**src/rtl/fpi_map.vh**
```
`ifndef FPI_MAP_VH
`define FPI_MAP_VH

// Register byte offsets on the APB
`define FPI_OFS_CMD_STATUS 12'h000
`define FPI_OFS_CMD_CONFIG 12'h004
`define FPI_OFS_ERR_STATUS 12'h008
`define FPI_OFS_ERR_CONFIG 12'h00C
`define FPI_OFS_FLASH_GUARD 12'h010
`define FPI_OFS_EEPROM_GUARD 12'h014

// Field positions
`define FPI_B_DONE 7
`define FPI_B_VIOL 5
`define FPI_B_DFLT 1
`define FPI_B_SFLT 0
`define FPI_B_OPEN 7
`define FPI_B_HDIS 5
`define FPI_B_HS 3
`define FPI_B_LDIS 2
`define FPI_B_LS 0

// Reset values, held until the configuration bytes are loaded
`define FPI_RST_FLASH_GUARD 8'hFF
`define FPI_RST_EEPROM_GUARD 8'hFF

// Nonvolatile configuration field layout
`define FPI_NV_KEY_ADDR 16'h0400
`define FPI_NV_RSV_ADDR 16'h0408
`define FPI_NV_EE_ADDR 16'h040C
`define FPI_NV_FL_ADDR 16'h040D
`define FPI_NV_SEC_ADDR 16'h040E
`define FPI_NV_OPT_ADDR 16'h040F
`define FPI_NV_RSV_FILL 8'hFF

// Protection geometry
`define FPI_FLASH_TOP 16'h7FFF
`define FPI_HIGH_UNIT 16'h0400
`define FPI_LOW_UNIT 16'h0800
`define FPI_EE_UNIT 9'h020

// Allowed target scenarios, one bit per target, indexed by source
`define FPI_TR_0 8'h0F
`define FPI_TR_1 8'h0A
`define FPI_TR_2 8'h0C
`define FPI_TR_3 8'h08
`define FPI_TR_4 8'h18
`define FPI_TR_5 8'h3C
`define FPI_TR_6 8'h5A
`define FPI_TR_7 8'hFF

`endif

```
**src/rtl/fpi_top.v**
```verilog
// Functional notes
// - Command interrupt is done flag AND its enable.
// - Error interrupt: double fault and enable, or single fault and enable.
// - ECC double and single errors on reads set separate fault flags.
// - Flash guard register loads from byte 0x040D during reset sequence.
// - Low range grows up from 0x0000, high down from 0x7FFF, rest third.
// - Open=1: zero disable protects range; open=0: all but those ranges.
// - High size 00..11 gives 1, 2, 4, 8 KB ending at 0x7FFF.
// - Low size 00..11 gives 2, 4, 8, 16 KB starting at zero.
// - Writes making a disallowed scenario transition are ignored.
// - Allowed scenario transitions follow the fixed transition table.
// - Guard register reads the scenario in force; rejected writes keep it.
// - EEPROM open bit and size load from byte 0x040C at reset.
// - EEPROM size code n protects 32*(n+1) bytes from address zero.
// - Config field: key, reserved, EEPROM, flash, security, option bytes.
// - Done flag is clear while a command runs, set when it finishes.
`timescale 1ns/100ps
`include "fpi_map.vh"

module fpi_top (
	// Clock and reset
	input wire clock,
	input wire rst_n,
	// APB slave
	input wire psel,
	input wire penable,
	input wire pwrite,
	input wire [11:0] paddr,
	input wire [31:0] pwdata,
	output wire pready,
	output reg [31:0] prdata,
	output reg pslverr,
	// Nonvolatile byte fetch during reset sequence
	output reg nvm_rd,
	output reg [15:0] nvm_addr,
	input wire nvm_rvalid,
	input wire [7:0] nvm_rdata,
	// Command controller
	input wire cmd_pgm_erase,
	input wire cmd_eeprom,
	input wire [15:0] cmd_addr,
	output reg cmd_start,
	input wire cmd_finish,
	// ECC events from the read path
	input wire ecc_single,
	input wire ecc_double,
	// Interrupt requests
	output wire cmd_irq,
	output wire err_irq
);

	localparam S_LDE = 3'b001;
	localparam S_LDF = 3'b010;
	localparam S_RUN = 3'b100;
	localparam [7:0] FG_RST = `FPI_RST_FLASH_GUARD;
	localparam [7:0] EG_RST = `FPI_RST_EEPROM_GUARD;

	reg [1:0] rst_pipe;
	wire rst_int_n;
	reg [2:0] state;
	reg cmd_done_flag;
	reg guard_violation_flag;
	reg cmd_done_irq_en;
	reg double_fault_flag;
	reg single_fault_flag;
	reg double_fault_irq_en;
	reg single_fault_irq_en;
	reg flash_guard_open;
	reg high_range_disable;
	reg low_range_disable;
	reg [1:0] high_range_size;
	reg [1:0] low_range_size;
	reg eeprom_guard_open;
	reg [2:0] eeprom_guard_size;

	wire wr_en;
	wire setup;
	wire [7:0] wb;
	wire [7:0] flash_guard_reg;
	wire [7:0] eeprom_guard_reg;
	reg [7:0] next_rdata;
	reg next_err;
	wire launch;
	wire target_guarded;

	assign rst_int_n = rst_pipe[1];

	// Asserts at once, releases two edges later
	always @(posedge clock or negedge rst_n) begin
		if (!rst_n)
			rst_pipe <= 2'b00;
		else
			rst_pipe <= {rst_pipe[0], 1'b1};
	end

	// Scenario allowed from a source scenario to a target scenario
	function allowed;
		input [2:0] from;
		input [2:0] to;
		reg [7:0] mask;
		begin
			case (from)
			3'd0: mask = `FPI_TR_0;
			3'd1: mask = `FPI_TR_1;
			3'd2: mask = `FPI_TR_2;
			3'd3: mask = `FPI_TR_3;
			3'd4: mask = `FPI_TR_4;
			3'd5: mask = `FPI_TR_5;
			3'd6: mask = `FPI_TR_6;
			default: mask = `FPI_TR_7;
			endcase
			allowed = mask[to];
		end
	endfunction

	// Flash address covered by the active protection
	function flash_hit;
		input [15:0] a;
		input open;
		input hdis;
		input ldis;
		input [1:0] hs;
		input [1:0] ls;
		reg [15:0] hbase;
		reg [15:0] lend;
		reg in_h;
		reg in_l;
		begin
			hbase = `FPI_FLASH_TOP + 16'h0001 - (`FPI_HIGH_UNIT << hs);
			lend = (`FPI_LOW_UNIT << ls) - 16'h0001;
			in_h = !hdis && a >= hbase && a <= `FPI_FLASH_TOP;
			in_l = !ldis && a <= lend;
			// Outside both ranges is the third region
			if (open)
				flash_hit = in_h | in_l;
			else
				flash_hit = a <= `FPI_FLASH_TOP && !(in_h | in_l);
		end
	endfunction

	// EEPROM address covered by the protected block
	function eeprom_hit;
		input [15:0] a;
		input open;
		input [2:0] size;
		reg [8:0] span;
		begin
			span = {6'h00, size} * `FPI_EE_UNIT + `FPI_EE_UNIT;
			eeprom_hit = !open && a[15:8] == 8'h00 &&
				{1'b0, a[7:0]} < span;
		end
	endfunction

	assign flash_guard_reg = {flash_guard_open, 1'b0, high_range_disable,
		high_range_size, low_range_disable, low_range_size};
	assign eeprom_guard_reg = {eeprom_guard_open, 4'h0, eeprom_guard_size};

	assign pready = 1'b1;
	assign setup = psel && !penable;
	assign wr_en = psel && penable && pwrite && !pslverr;
	assign wb = pwdata[7:0];

	// Launch only from idle with no violation pending
	assign launch = state == S_RUN && wr_en &&
		paddr == `FPI_OFS_CMD_STATUS && wb[`FPI_B_DONE] &&
		cmd_done_flag && !guard_violation_flag;

	assign target_guarded = cmd_pgm_erase && (cmd_eeprom ?
		eeprom_hit(cmd_addr, eeprom_guard_open, eeprom_guard_size) :
		flash_hit(cmd_addr, flash_guard_open, high_range_disable,
		low_range_disable, high_range_size, low_range_size));

	assign cmd_irq = cmd_done_flag && cmd_done_irq_en;
	assign err_irq = (double_fault_flag && double_fault_irq_en) ||
		(single_fault_flag && single_fault_irq_en);

	// Read data captured in setup so the access phase sees a flop
	always @* begin
		next_rdata = 8'h00;
		next_err = 1'b0;
		case (paddr)
		`FPI_OFS_CMD_STATUS: begin
			next_rdata[`FPI_B_DONE] = cmd_done_flag;
			next_rdata[`FPI_B_VIOL] = guard_violation_flag;
		end
		`FPI_OFS_CMD_CONFIG:
			next_rdata[`FPI_B_DONE] = cmd_done_irq_en;
		`FPI_OFS_ERR_STATUS: begin
			next_rdata[`FPI_B_DFLT] = double_fault_flag;
			next_rdata[`FPI_B_SFLT] = single_fault_flag;
		end
		`FPI_OFS_ERR_CONFIG: begin
			next_rdata[`FPI_B_DFLT] = double_fault_irq_en;
			next_rdata[`FPI_B_SFLT] = single_fault_irq_en;
		end
		`FPI_OFS_FLASH_GUARD:
			next_rdata = flash_guard_reg;
		`FPI_OFS_EEPROM_GUARD:
			next_rdata = eeprom_guard_reg;
		default:
			next_err = 1'b1;
		endcase
	end

	always @(posedge clock or negedge rst_int_n) begin
		if (!rst_int_n) begin
			prdata <= 32'h0000_0000;
			pslverr <= 1'b0;
		end else if (setup) begin
			prdata <= {24'h000000, next_rdata};
			pslverr <= next_err;
		end
	end

	// Reset sequence fetches the two protection bytes in turn
	always @(posedge clock or negedge rst_int_n) begin
		if (!rst_int_n) begin
			state <= S_LDE;
			nvm_rd <= 1'b1;
			nvm_addr <= `FPI_NV_EE_ADDR;
		end else begin
			case (state)
			S_LDE: if (nvm_rvalid) begin
				state <= S_LDF;
				nvm_addr <= `FPI_NV_FL_ADDR;
			end
			S_LDF: if (nvm_rvalid) begin
				state <= S_RUN;
				nvm_rd <= 1'b0;
				nvm_addr <= 16'h0000;
			end
			S_RUN: state <= S_RUN;
			default: begin
				state <= S_LDE;
				nvm_rd <= 1'b1;
				nvm_addr <= `FPI_NV_EE_ADDR;
			end
			endcase
		end
	end

	// Protection registers
	always @(posedge clock or negedge rst_int_n) begin
		if (!rst_int_n) begin
			{flash_guard_open, high_range_disable, high_range_size,
				low_range_disable, low_range_size} <= {FG_RST[7], FG_RST[5:0]};
			{eeprom_guard_open, eeprom_guard_size} <= {EG_RST[7], EG_RST[2:0]};
		end else if (state == S_LDE && nvm_rvalid) begin
			eeprom_guard_open <= nvm_rdata[`FPI_B_OPEN];
			eeprom_guard_size <= nvm_rdata[2:0];
		end else if (state == S_LDF && nvm_rvalid) begin
			flash_guard_open <= nvm_rdata[`FPI_B_OPEN];
			high_range_disable <= nvm_rdata[`FPI_B_HDIS];
			high_range_size <= nvm_rdata[`FPI_B_HS+1:`FPI_B_HS];
			low_range_disable <= nvm_rdata[`FPI_B_LDIS];
			low_range_size <= nvm_rdata[`FPI_B_LS+1:`FPI_B_LS];
		end else if (state == S_RUN && wr_en) begin
			// Sizes move only while their range is disabled
			if (paddr == `FPI_OFS_FLASH_GUARD &&
				allowed({flash_guard_open, high_range_disable,
				low_range_disable}, {wb[`FPI_B_OPEN], wb[`FPI_B_HDIS],
				wb[`FPI_B_LDIS]}) &&
				(high_range_disable ||
				wb[`FPI_B_HS+1:`FPI_B_HS] == high_range_size) &&
				(low_range_disable ||
				wb[`FPI_B_LS+1:`FPI_B_LS] == low_range_size)) begin
				flash_guard_open <= wb[`FPI_B_OPEN];
				high_range_disable <= wb[`FPI_B_HDIS];
				high_range_size <= wb[`FPI_B_HS+1:`FPI_B_HS];
				low_range_disable <= wb[`FPI_B_LDIS];
				low_range_size <= wb[`FPI_B_LS+1:`FPI_B_LS];
			end
			// EEPROM guard may only close or grow
			if (paddr == `FPI_OFS_EEPROM_GUARD &&
				(eeprom_guard_open || !wb[`FPI_B_OPEN]) &&
				(eeprom_guard_open || wb[2:0] >= eeprom_guard_size))
			begin
				eeprom_guard_open <= wb[`FPI_B_OPEN];
				eeprom_guard_size <= wb[2:0];
			end
		end
	end

	// Command flags and enables
	always @(posedge clock or negedge rst_int_n) begin
		if (!rst_int_n) begin
			cmd_done_flag <= 1'b0;
			guard_violation_flag <= 1'b0;
			cmd_done_irq_en <= 1'b0;
			cmd_start <= 1'b0;
		end else begin
			cmd_start <= 1'b0;
			if (state == S_LDF && nvm_rvalid)
				cmd_done_flag <= 1'b1;
			if (wr_en && paddr == `FPI_OFS_CMD_CONFIG)
				cmd_done_irq_en <= wb[`FPI_B_DONE];
			if (wr_en && paddr == `FPI_OFS_CMD_STATUS &&
				wb[`FPI_B_VIOL])
				guard_violation_flag <= 1'b0;
			if (launch) begin
				if (target_guarded) begin
					guard_violation_flag <= 1'b1;
				end else begin
					cmd_done_flag <= 1'b0;
					cmd_start <= 1'b1;
				end
			end
			// Finish counts only while a command is running
			if (cmd_finish && !cmd_done_flag && state == S_RUN)
				cmd_done_flag <= 1'b1;
		end
	end

	// ECC fault flags; a new fault wins over a clear
	always @(posedge clock or negedge rst_int_n) begin
		if (!rst_int_n) begin
			double_fault_flag <= 1'b0;
			single_fault_flag <= 1'b0;
			double_fault_irq_en <= 1'b0;
			single_fault_irq_en <= 1'b0;
		end else begin
			if (wr_en && paddr == `FPI_OFS_ERR_CONFIG) begin
				double_fault_irq_en <= wb[`FPI_B_DFLT];
				single_fault_irq_en <= wb[`FPI_B_SFLT];
			end
			if (ecc_double)
				double_fault_flag <= 1'b1;
			else if (wr_en && paddr == `FPI_OFS_ERR_STATUS &&
				wb[`FPI_B_DFLT])
				double_fault_flag <= 1'b0;
			if (ecc_single)
				single_fault_flag <= 1'b1;
			else if (wr_en && paddr == `FPI_OFS_ERR_STATUS &&
				wb[`FPI_B_SFLT])
				single_fault_flag <= 1'b0;
		end
	end

endmodule

```
**config.mk**
```make
export PLATFORM = sky130hd
export DESIGN_NAME = fpi_top
export DESIGN_NICKNAME = d
export VERILOG_FILES = /design/src/rtl/fpi_top.v
export VERILOG_INCLUDE_DIRS = /design/src /design/src/rtl
export SDC_FILE = /design/constraint.sdc
export NUM_CORES = 1
export LEC_CHECK = 0
export ABC_CLOCK_PERIOD_IN_PS = 1300
export BUFFER_PORTS_ARGS = -buffer_cell sky130_fd_sc_hd__buf_2
export CAP_MARGIN = 20
export CORE_MARGIN = 4
export CORE_UTILIZATION = 35
export DETAILED_ROUTE_END_ITERATION = 10
export HOLD_SLACK_MARGIN = 0.15
export PLACE_DENSITY = 0.6
export SETUP_SLACK_MARGIN = 0.02
export SLEW_MARGIN = 10
export SYNTH_ARGS = -nofsm -noshare
export SYNTH_HDL_FRONTEND = slang
export SYNTH_SLANG_ARGS = --single-unit
```
**constraint.sdc**
```tcl
create_clock -name clock -period 1.3 [get_ports clock]
set_input_delay 0.13 -clock clock [delete_from_list [all_inputs] [get_ports clock]]
set_output_delay 0.13 -clock clock [all_outputs]
set_load 0.05 [all_outputs]
```
# --- Word level (Yosys, flattened, before mapping) ---
# Index checks and enable logic that the tools add are counted.
classes:
  add_sub_neg: 3
  order_cmp: 6
  n_eq_ne: 19
  shift: 2
  mux: 57
  n_bitwise: 4
  n_reduce_logical: 65
ops:
  columns: ["cell", "n"]
  rows:
  - ["case mux 8 bit (7 select lines)", 1]
  - ["case mux 16 bit (3 select lines)", 1]
  - ["logical AND 1 bit", 35]
  - ["two-way mux 16 bit", 2]
  - ["two-way mux 1 bit", 31]
  - ["equality test 12 x 4 -> 1 bit (second input constant)", 2]
  - ["equality test 12 x 5 -> 1 bit (second input constant)", 2]
  - ["two-way mux 8 bit", 3]
  - ["two-way mux 3 bit", 6]
  - [">= comparator 16 bit", 1]
  - ["less-or-equal comparator 16 x 15 -> 1 bit (second input constant)", 1]
  - ["less-or-equal comparator 16 bit", 1]
  - ["<< shifter 11 x 2 -> 16 bit (first input constant)", 1]
  - ["<< shifter 12 x 2 -> 16 bit (first input constant)", 1]
  - ["subtractor 16 x 1 -> 16 bit (second input constant)", 1]
  - ["subtractor 16 bit (first input constant)", 1]
  - ["equality test 12 x 3 -> 1 bit (second input constant)", 1]
  - ["equality test 3 bit (second input constant)", 4]
  - ["logical NOT 12 bit", 1]
  - ["two-way mux 2 bit", 6]
  - ["nonzero test 2 bit", 6]
  - ["adder 8 x 6 -> 9 bit (second input constant)", 1]
  - ["equality test 3 x 2 -> 1 bit (second input constant)", 3]
  - ["logical NOT 1 bit", 9]
  - ["21 further kinds", 35]
word_totals:
  regBits: 49
  in_bits: 79
  output_inout_bits: 54
  wordCells: 177

# --- Logic depth before layout (Yosys ltp) ---
# Gate-level depths: netlist of run 1.
depth:
  word_depth: 15
  depth_mapped: 9
  depth_no_buf: 9

# --- Worst setup path before layout of run 1 ---
# Ideal clock, no wire load.
synth_timing:
  kind: "register to register"
  startpoint: "reg low_range_size[1]"
  endpoint: "reg cmd_done_flag"
  setup_time_ns: 0.137
  arrival_ns: 2.197
  t_required_ns: 1.163
  path_slack_ns: -1.035
  stages_incl_launch_ff: 9
  path_buffers: 0
  period_less_slack_ns: 2.335
  cell_sequence: "dfstp_2 > or2_2 > ha_1 > ha_1 > and4_1 > a211oi_1 > a22oi_1 > a211oi_1 > o21ai_0"
synth_between:
  elab_chain_cells: 13
synth_rtl:
  columns: ["element", "line_no", "rtl"]
  rows:
  - ["from (decl)", "fpi_top.v:72", "reg [1:0] low_range_size;"]
  - ["from (signal assigned)", "fpi_top.v:246", "low_range_disable, low_range_size} <= {FG_RST[7], FG_RST[5:0]};"]
  - ["from (signal assigned)", "fpi_top.v:256", "low_range_size <= nvm_rdata[`FPI_B_LS+1:`FPI_B_LS];"]
  - ["from (signal assigned)", "fpi_top.v:271", "low_range_size <= wb[`FPI_B_LS+1:`FPI_B_LS];"]
  - ["<< shifter 12 x 2 -> 16 bit (no source line) *", null, null]
  - ["subtractor 16 x 1 -> 16 bit *", "fpi_top.v:130", "lend = (`FPI_LOW_UNIT << ls) - 16'h0001;"]
  - ["less-or-equal comparator 16 bit *", "fpi_top.v:132", "in_l = !ldis && a <= lend;"]
  - ["logical AND 1 bit *", "fpi_top.v:132", null]
  - ["bitwise OR 1 bit *", "fpi_top.v:135, fpi_top.v:137", null]
  - ["logical NOT 1 bit", "fpi_top.v:137", "flash_hit = a <= `FPI_FLASH_TOP && !(in_h | in_l);"]
  - ["logical AND 1 bit", "fpi_top.v:137", null]
  - ["two-way mux 1 bit *", "fpi_top.v:134", "if (open)"]
  - ["two-way mux 1 bit *", "fpi_top.v:168", "assign target_guarded = cmd_pgm_erase && (cmd_eeprom ?"]
  - ["logical AND 1 bit *", "fpi_top.v:168", null]
  - ["two-way mux 1 bit *", "fpi_top.v:301", "if (target_guarded) begin"]
  - ["two-way mux 1 bit *", "fpi_top.v:300", "if (launch) begin"]
  - ["two-way mux 1 bit *", "fpi_top.v:309", "if (cmd_finish && !cmd_done_flag && state == S_RUN)"]
  - ["to (signal assigned)", "fpi_top.v:294", "cmd_done_flag <= 1'b1;"]
  - ["to (signal assigned)", "fpi_top.v:304", "cmd_done_flag <= 1'b0;"]
  - ["to (signal assigned)", "fpi_top.v:310", "cmd_done_flag <= 1'b1;"]
  - ["to (decl)", "fpi_top.v:61", "reg cmd_done_flag;"]
# Every way passes the cells marked *; elsewhere a longest branch is shown, timed or not.
# A chain may end at the register's enable or synchronous reset.

# --- Worst setup path in the final report of run 1 ---
layout_timing:
  startpoint: "reg low_range_size[0]"
  endpoint: "reg guard_violation_flag"
layout_between:
  elab_chain_cells: 12
layout_rtl:
  columns: ["element", "line_no", "rtl"]
  rows:
  - ["<< shifter 12 x 2 -> 16 bit (no source line) *", null, null]
  - ["subtractor 16 x 1 -> 16 bit *", "fpi_top.v:130", null]
  - ["less-or-equal comparator 16 bit *", "fpi_top.v:132", null]
  - ["logical AND 1 bit *", "fpi_top.v:132", null]
  - ["bitwise OR 1 bit *", "fpi_top.v:135, fpi_top.v:137", null]
  - ["logical NOT 1 bit", "fpi_top.v:137", null]
  - ["logical AND 1 bit", "fpi_top.v:137", null]
  - ["two-way mux 1 bit *", "fpi_top.v:134", null]
  - ["two-way mux 1 bit *", "fpi_top.v:168", null]
  - ["logical AND 1 bit *", "fpi_top.v:168", null]
  - ["two-way mux 1 bit *", "fpi_top.v:301", null]
  - ["two-way mux 1 bit *", "fpi_top.v:300", null]
  - ["to (signal assigned)", "fpi_top.v:288", "guard_violation_flag <= 1'b0;"]
  - ["to (signal assigned)", "fpi_top.v:299", "guard_violation_flag <= 1'b0;"]
  - ["to (signal assigned)", "fpi_top.v:302", "guard_violation_flag <= 1'b1;"]
  - ["to (decl)", "fpi_top.v:62", "reg guard_violation_flag;"]
# Marked as above.

==> flow_summary.toml, run 1 <==
[min_path]
hold_path_end = "flash_guard_open"
hold_class = "in -> reg"
min_from = "pwdata[7]"
hold_depth = 3

[global_route]
grt_max_degree = 34
grt_overflow = 0
antenna_found_initial = 0
first_global_vias = 2760
grt_usage_pct = 16.6
grt_pass1_wl_mm = 13.1

[critical_path]
ff2ff_setup_slack_ns = -0.89
crit_type = "reg -> reg"
start_kind = "flop"
crit_required_ns = 1.48
worstPathMaxFanout = 3
startpoint = "low_range_size[0]"
worst_ep_arrival_time_ns = 2.37
rr_worst_depth = 8
reg2reg_to = "guard_violation_flag"
end_kind = "flop"
timing.rr.start = "low_range_size[0]"

[synthesis]
synthArstFlopShare_pct = 100
yosysWarnings = 0
synth_ff_type = "dfrtp_1"
syn-cell-area_mm2 = 0.00288
synth.avg_cell_area_um2 = 8.64
synth_cell_types = 58
netlist_instances = 333
synth_edf_count = 0
synth_seq_area_share_pct = 31.1
synth_seq_cells = 35

[floorplan]
die_area_mm2 = 0.00973
rows = 32
core_mm2 = 0.00785
die_h_um = 98.7
fp.dieW_um = 98.7
ios = 133
start_util_pct = 36.7

[placement]
place_inst = 552
place_hpwl_mm = 6.59
placed_cell_area_mm2 = 0.00374
gp_congestion = 0.885
portBuffers = 68

[drt]
wirelength_mm = 8.42
vias_per_cell = 4.96
drtIter0Drc = 126
routedWlPerCell_um = 14.3
vias = 2926
antenna_left = 0
dr.pass1.iters = 4
post-route-drc-count = 0

[timing]
slew_violations = 0
skew_ns = 0.00941
period_needed_ns = 2.19
post-route-period-util_pct = 168
layout_setup_ws_ns = -0.888
finalHoldViolCount = 0
setup_viol_count_final = 19
maxClockFrequency_mhz = 457
rsz0062_at_grt = "true"

[finish]
design_area_mm2 = 0.00439
layout.cells.most_common_list = "buf_2, buf_4, conb_1, nand2_1, dfrtp_1"
final_layout_size_suffix_gt1_share_pct = 45.3
area_growth_pct = 52.5
antennaDiodeCount = 0
num-nets-final = 585
final_cells = 590

[outcome]
violations = "setup timing"
status = "finished, violations left"

[clocking]
clock-root-buffer = "clkbuf_8"
insertion_delay_ns = 0.29
clkSlewWorstSetupHoldPaths_ns = 0.08
cts_tree = "built"
cts_sinks = 35
h-tree-depth = 2
clockBufferDepth = 2
cts_buffers = 5

[run]
max-cap-violations = 0

[power]
p_per_area_mw_per_mm2 = 1540
vdd_drop_max_uv = 1200
power.leakage_nw = 2.04
==> worst max-delay path by stage <==
stage	endpoint	slack, ns	cells after the start
after floorplan	guard_violation_flag	-0.82	9
after global placement	guard_violation_flag	-0.87	9
after detailed placement	guard_violation_flag	-0.93	9
after CTS	guard_violation_flag	-0.89	8
after global routing	guard_violation_flag	-0.96	8
final	guard_violation_flag	-0.89	8
==> flip-flops by register name, summed over array words and instances (netlist names) <==
name and count:
high_range_disable 1, high_range_size 2, state 3, guard_violation_flag 1
flash_guard_open 1, eeprom_guard_open 1, cmd_start 1, cmd_done_flag 1
single_fault_flag 1, rst_pipe 2, double_fault_irq_en 1, prdata 7
double_fault_flag 1, single_fault_irq_en 1, low_range_size 2, nvm_rd 1
cmd_done_irq_en 1, eeprom_guard_size 3, nvm_addr 2, low_range_disable 1
pslverr 1
==> timing repair <==
item	in CTS	in global routing
resized for setup	29	38
endpoints found under the hold margin	17	0
endpoints found under the setup margin	24	35
hold buffers	15	0
gates cloned	0	0
buffers inserted	10	5
pin swaps	24	16
==> routing by layer <==
layer	global-route usage, %	up-vias	share of wire (%)
li1	-	1431	-
met3	3.75	19	7.1
met4	4.41	0	2.2
met2	27.4	111	48
met5	0	-	0
met1	21.9	1365	42
==> worst max-delay path, stage by stage, from the launching register on <==
cell and delay (ns):
dfstp_2 0.38, or2_4 0.24, ha_1 0.28, ha_1 0.28
and4_1 0.17, a211oi_2 0.22, a22oi_1 0.13, a211oi_2 0.27
o31ai_1 0.09
==> cell type report <==
cell class,count,area (µm²)
multi-input cells,280,2110
inverters,11,41.3
clock inverters,3,43.8
clock buffers,5,68.8
repair buffers,154,1100
fillers,718,3460
flip-flops and latches,35,895
well taps,102,128
==> stage by stage <==
| step | setup WS (ns) | hold slack, ns | utilization, % | total power, mW | TNS [ns] |
|---|---|---|---|---|---|
| after floorplan | -0.816 | -0.166 | - | 4.06 | -5.50 |
| after global placement | -0.874 | -0.0837 | 47.6 | 5.05 | -9.74 |
| after detailed placement | -0.927 | -0.0835 | 47.6 | 5.13 | -10.15 |
| after CTS | -0.887 | 0.204 | 53.5 | 6.50 | -6.72 |
| after global routing | -0.962 | 0.229 | 55.9 | 7.22 | -8.21 |
| final | -0.888 | 0.207 | 55.9 | 6.77 | -6.86 |
==> cell families after synthesis <==
group,Yosys count,synth area share (%)
AND/OR/NAND/NOR,125,24.4
other,2,0.261
AO/OA/AOI/OAI,81,18.3
XOR/XNOR,6,1.83
adder cells (fa/ha/maj),19,8.26
flip-flops,35,31.1
buffers and inverters,59,13.2
multiplexers,6,2.65
==> where the power goes <==
part / switching, mW / internal, mW / total (mW) / leakage [nW]
registers: 0.312 / 1.49 / 1.81 / 0.414
clock network: 0.432 / 0.571 / 1.00 / 0.0581
logic: 2.08 / 1.88 / 3.96 / 1.57
==> cell usage after synthesis (2+ instances only) <==
cell type | number | area share, %
a211oi_1 | 4 | 1.0
a21o_1 | 4 | 1.0
a21oi_1 | 6 | 1.0
a221oi_1 | 2 | 0.61
a22o_1 | 2 | 0.61
a22oi_1 | 4 | 1.0
a31oi_1 | 9 | 2.0
and2_1 | 2 | 0.43
and3_1 | 2 | 0.43
and4_1 | 3 | 0.91
and4b_1 | 2 | 0.70
buf_2 | 3 | 0.52
buf_4 | 41 | 11
clkbuf_1 | 3 | 0.39
conb_1 | 2 | 0.26
dfrtp_1 | 21 | 18
dfstp_2 | 14 | 13
ha_1 | 19 | 8.3
inv_1 | 11 | 1.4
mux2_2 | 3 | 1.2
mux2i_1 | 2 | 0.70
nand2_1 | 31 | 4.0
nand2b_1 | 8 | 1.7
nand3_1 | 15 | 2.6
nand3b_1 | 5 | 1.3
nand4_1 | 4 | 0.87
nor2_1 | 24 | 3.1
nor2b_1 | 6 | 1.3
nor3_1 | 9 | 1.6
nor3b_1 | 2 | 0.52
o211ai_1 | 6 | 1.6
o21ai_0 | 22 | 3.8
o21ai_1 | 7 | 1.2
o22a_1 | 3 | 0.91
o31ai_1 | 3 | 0.78
or2_2 | 2 | 0.43
xnor2_1 | 6 | 1.8
No activity file was read; power rests on OpenSTA's default activity.
==> run 2, diff against run 1 <==
ABC_CLOCK_PERIOD_IN_PS = 2210   (was 1300)
CORE_ASPECT_RATIO = 0.9   (was default)
clock period = 2.21 ns   (was 1.3 ns; I/O delays follow)
==> flow_summary.toml, run 2 (synthesis gave the netlist of run 1 again) <==
[outcome]
status = "finished, violations left"
violations = "setup timing"

[floorplan]
rows = 31
ios = 133
core_mm2 = 0.00803
fp.dieW_um = 104
die_area_mm2 = 0.00974
start_util_pct = 35.8
die_h_um = 94.0

[clocking]
h-tree-depth = 2
cts_sinks = 35
clock-root-buffer = "clkbuf_8"
clkSlewWorstSetupHoldPaths_ns = 0.07
clockBufferDepth = 2
cts_tree = "built"
cts_buffers = 5
insertion_delay_ns = 0.29

[timing]
period_needed_ns = 2.22
skew_ns = 0.00449
finalHoldViolCount = 0
rsz0062_at_grt = "true"
maxClockFrequency_mhz = 450
layout_setup_ws_ns = -0.0128
post-route-period-util_pct = 101
slew_violations = 0
setup_tns_ns = -0.0224
setup_viol_count_final = 2

[power]
comb_power_share_pct = 52.6
p_per_area_mw_per_mm2 = 964
power.leakage_nw = 1.59
p_sw_share_pct = 44.6
clkPwrFrac_pct = 13.6
intPower_mw = 1.83
total_power_mw = 3.31
pwr-share-seq_pct = 33.8
vdd_drop_max_uv = 455
net-switching-power_mw = 1.48

[placement]
place_inst = 499
gp_congestion = 0.871
pre_cts_ws_ns = -0.119
place_hpwl_mm = 6.12
portBuffers = 68
placed_cell_area_mm2 = 0.00321

[critical_path]
worstPathMaxFanout = 4
cpMostUsedCell = "buf_4"
crit_required_ns = 2.38
crit_type = "reg -> reg"
max_stage_delay_ns = 0.58
crit_slowest_cell = "dfstp_2"
end_kind = "flop"
cp_cell_sequence = "or2_4 -> buf_4 -> buf_4 -> inv_1 -> ha_1 -> and3_1 -> and3_4 -> a32o_2 -> a211oi_4 -> o31ai_1"
worst_ep_arrival_time_ns = 2.39
ff2ff_setup_slack_ns = -0.01
start_kind = "flop"

[finish]
final_layout_size_suffix_gt1_share_pct = 28.9
design_area_mm2 = 0.00344
final_cells = 514
top_register = "prdata"
layout.cells.most_common_list = "buf_2, conb_1, nand2_1, nor2_1, dfrtp_1"
final_common_cell = "buf_2"
area_growth_pct = 19.6
reg.largest.list = "prdata (7), eeprom_guard_size (3), state (3)"
largest_reg_flops = 7
num-nets-final = 512
final.fill_count = 821
antennaDiodeCount = 0

[global_route]
met2_usage_pct = 27.4
first_global_vias = 2547
grt_max_degree = 28
grt-busiest-layer = "met2"
grt_usage_pct = 15.4
met3_usage_pct = 3.57
antenna_found_initial = 0
grt_pass1_wl_mm = 12.1
grt_overflow = 0
grtUsageMet1_pct = 19.0

[drt]
drtIter0Drc = 86
post-route-drc-count = 0
wirelength_mm = 7.77
routedWlPerCell_um = 15.1
vias_per_cell = 5.20
dr.pass1.iters = 4
antenna_left = 0
vias = 2672

[min_path]
hold_class = "in -> reg"

[run]
max-cap-violations = 0
## run 2: cell types whose count changed in the layout (fill, tap and decap cells not counted), sizes merged
cell | before | now
buf | 136 | 77
clkinv | 2 | 1
bufinv | 1 | 0
clkbuf | 8 | 7
dlygate4sd3 | 15 | 4
## run 2: what timing repair did
item,CTS,global route
pin swaps,6,9
gates resized for setup,2,12
endpoints found under the setup margin,3,3
hold buffers,4,0
setup buffers,2,1
hold endpoints to repair,7,0
## run 2: power groups by stage
stage	combinational [mW]	sequential [mW]	clock [mW]
after floorplan	1.10	1.14	0
after global placement	1.48	1.11	0
after detailed placement	1.52	1.12	0
after CTS	1.57	1.11	0.457
after global routing	1.93	1.16	0.484
final	1.74	1.12	0.450
## run 2: path summary, 6_finish.rpt
path | from | to | depth (start not counted)
worst max register to register | low_range_size[0] | guard_violation_flag | 10
worst min-delay path | nvm_rdata[7] | eeprom_guard_open | 3
worst min register to register | rst_pipe[1] | nvm_addr[3] | 0
worst max-delay path | low_range_size[0] | guard_violation_flag | 10
min in group asynchronous | rst_n | rst_pipe[0] | 2
max in group asynchronous | rst_pipe[1] | state[2] | 1
## run 2: cell type report
cell class / count / area [µm²] / share of cell area [%]
repair buffers: 81 / 448 / 13.0
well taps: 99 / 124 / 3.60
flip-flops and latches: 35 / 893 / 26.0
multi-input cells: 280 / 1850 / 53.8
inverters: 11 / 41.3 / 1.20
clock inverters: 1 / 5.00 / 0.146
clock buffers: 7 / 76.3 / 2.22
## run 2: per-stage QoR
stage | util [%] | hold slack (ns)
6_report | 42.8 | 0.158
5_1_grt | 42.8 | 0.172
4_1_cts | 41.8 | 0.155
3_5_place_dp | 40.0 | 0.00720
3_3_place_gp | 40.0 | 0.00575
2_1_floorplan | - | -0.0746
## run 2: layer usage
layer  up-vias  share of wire (%)
met5         -                  0
met4         0                1.2
met3        13                6.1
met2        93                 49
met1      1283                 43
li1       1283                  -
## run 2: critical path: cells and delay by family, from the launching register on
family | cells | cell delay (ns)
flops | 1 | 0.58
compound gates | 3 | 0.56
simple gates | 3 | 0.48
fa+ha+maj | 1 | 0.27
buf+inv | 3 | 0.24
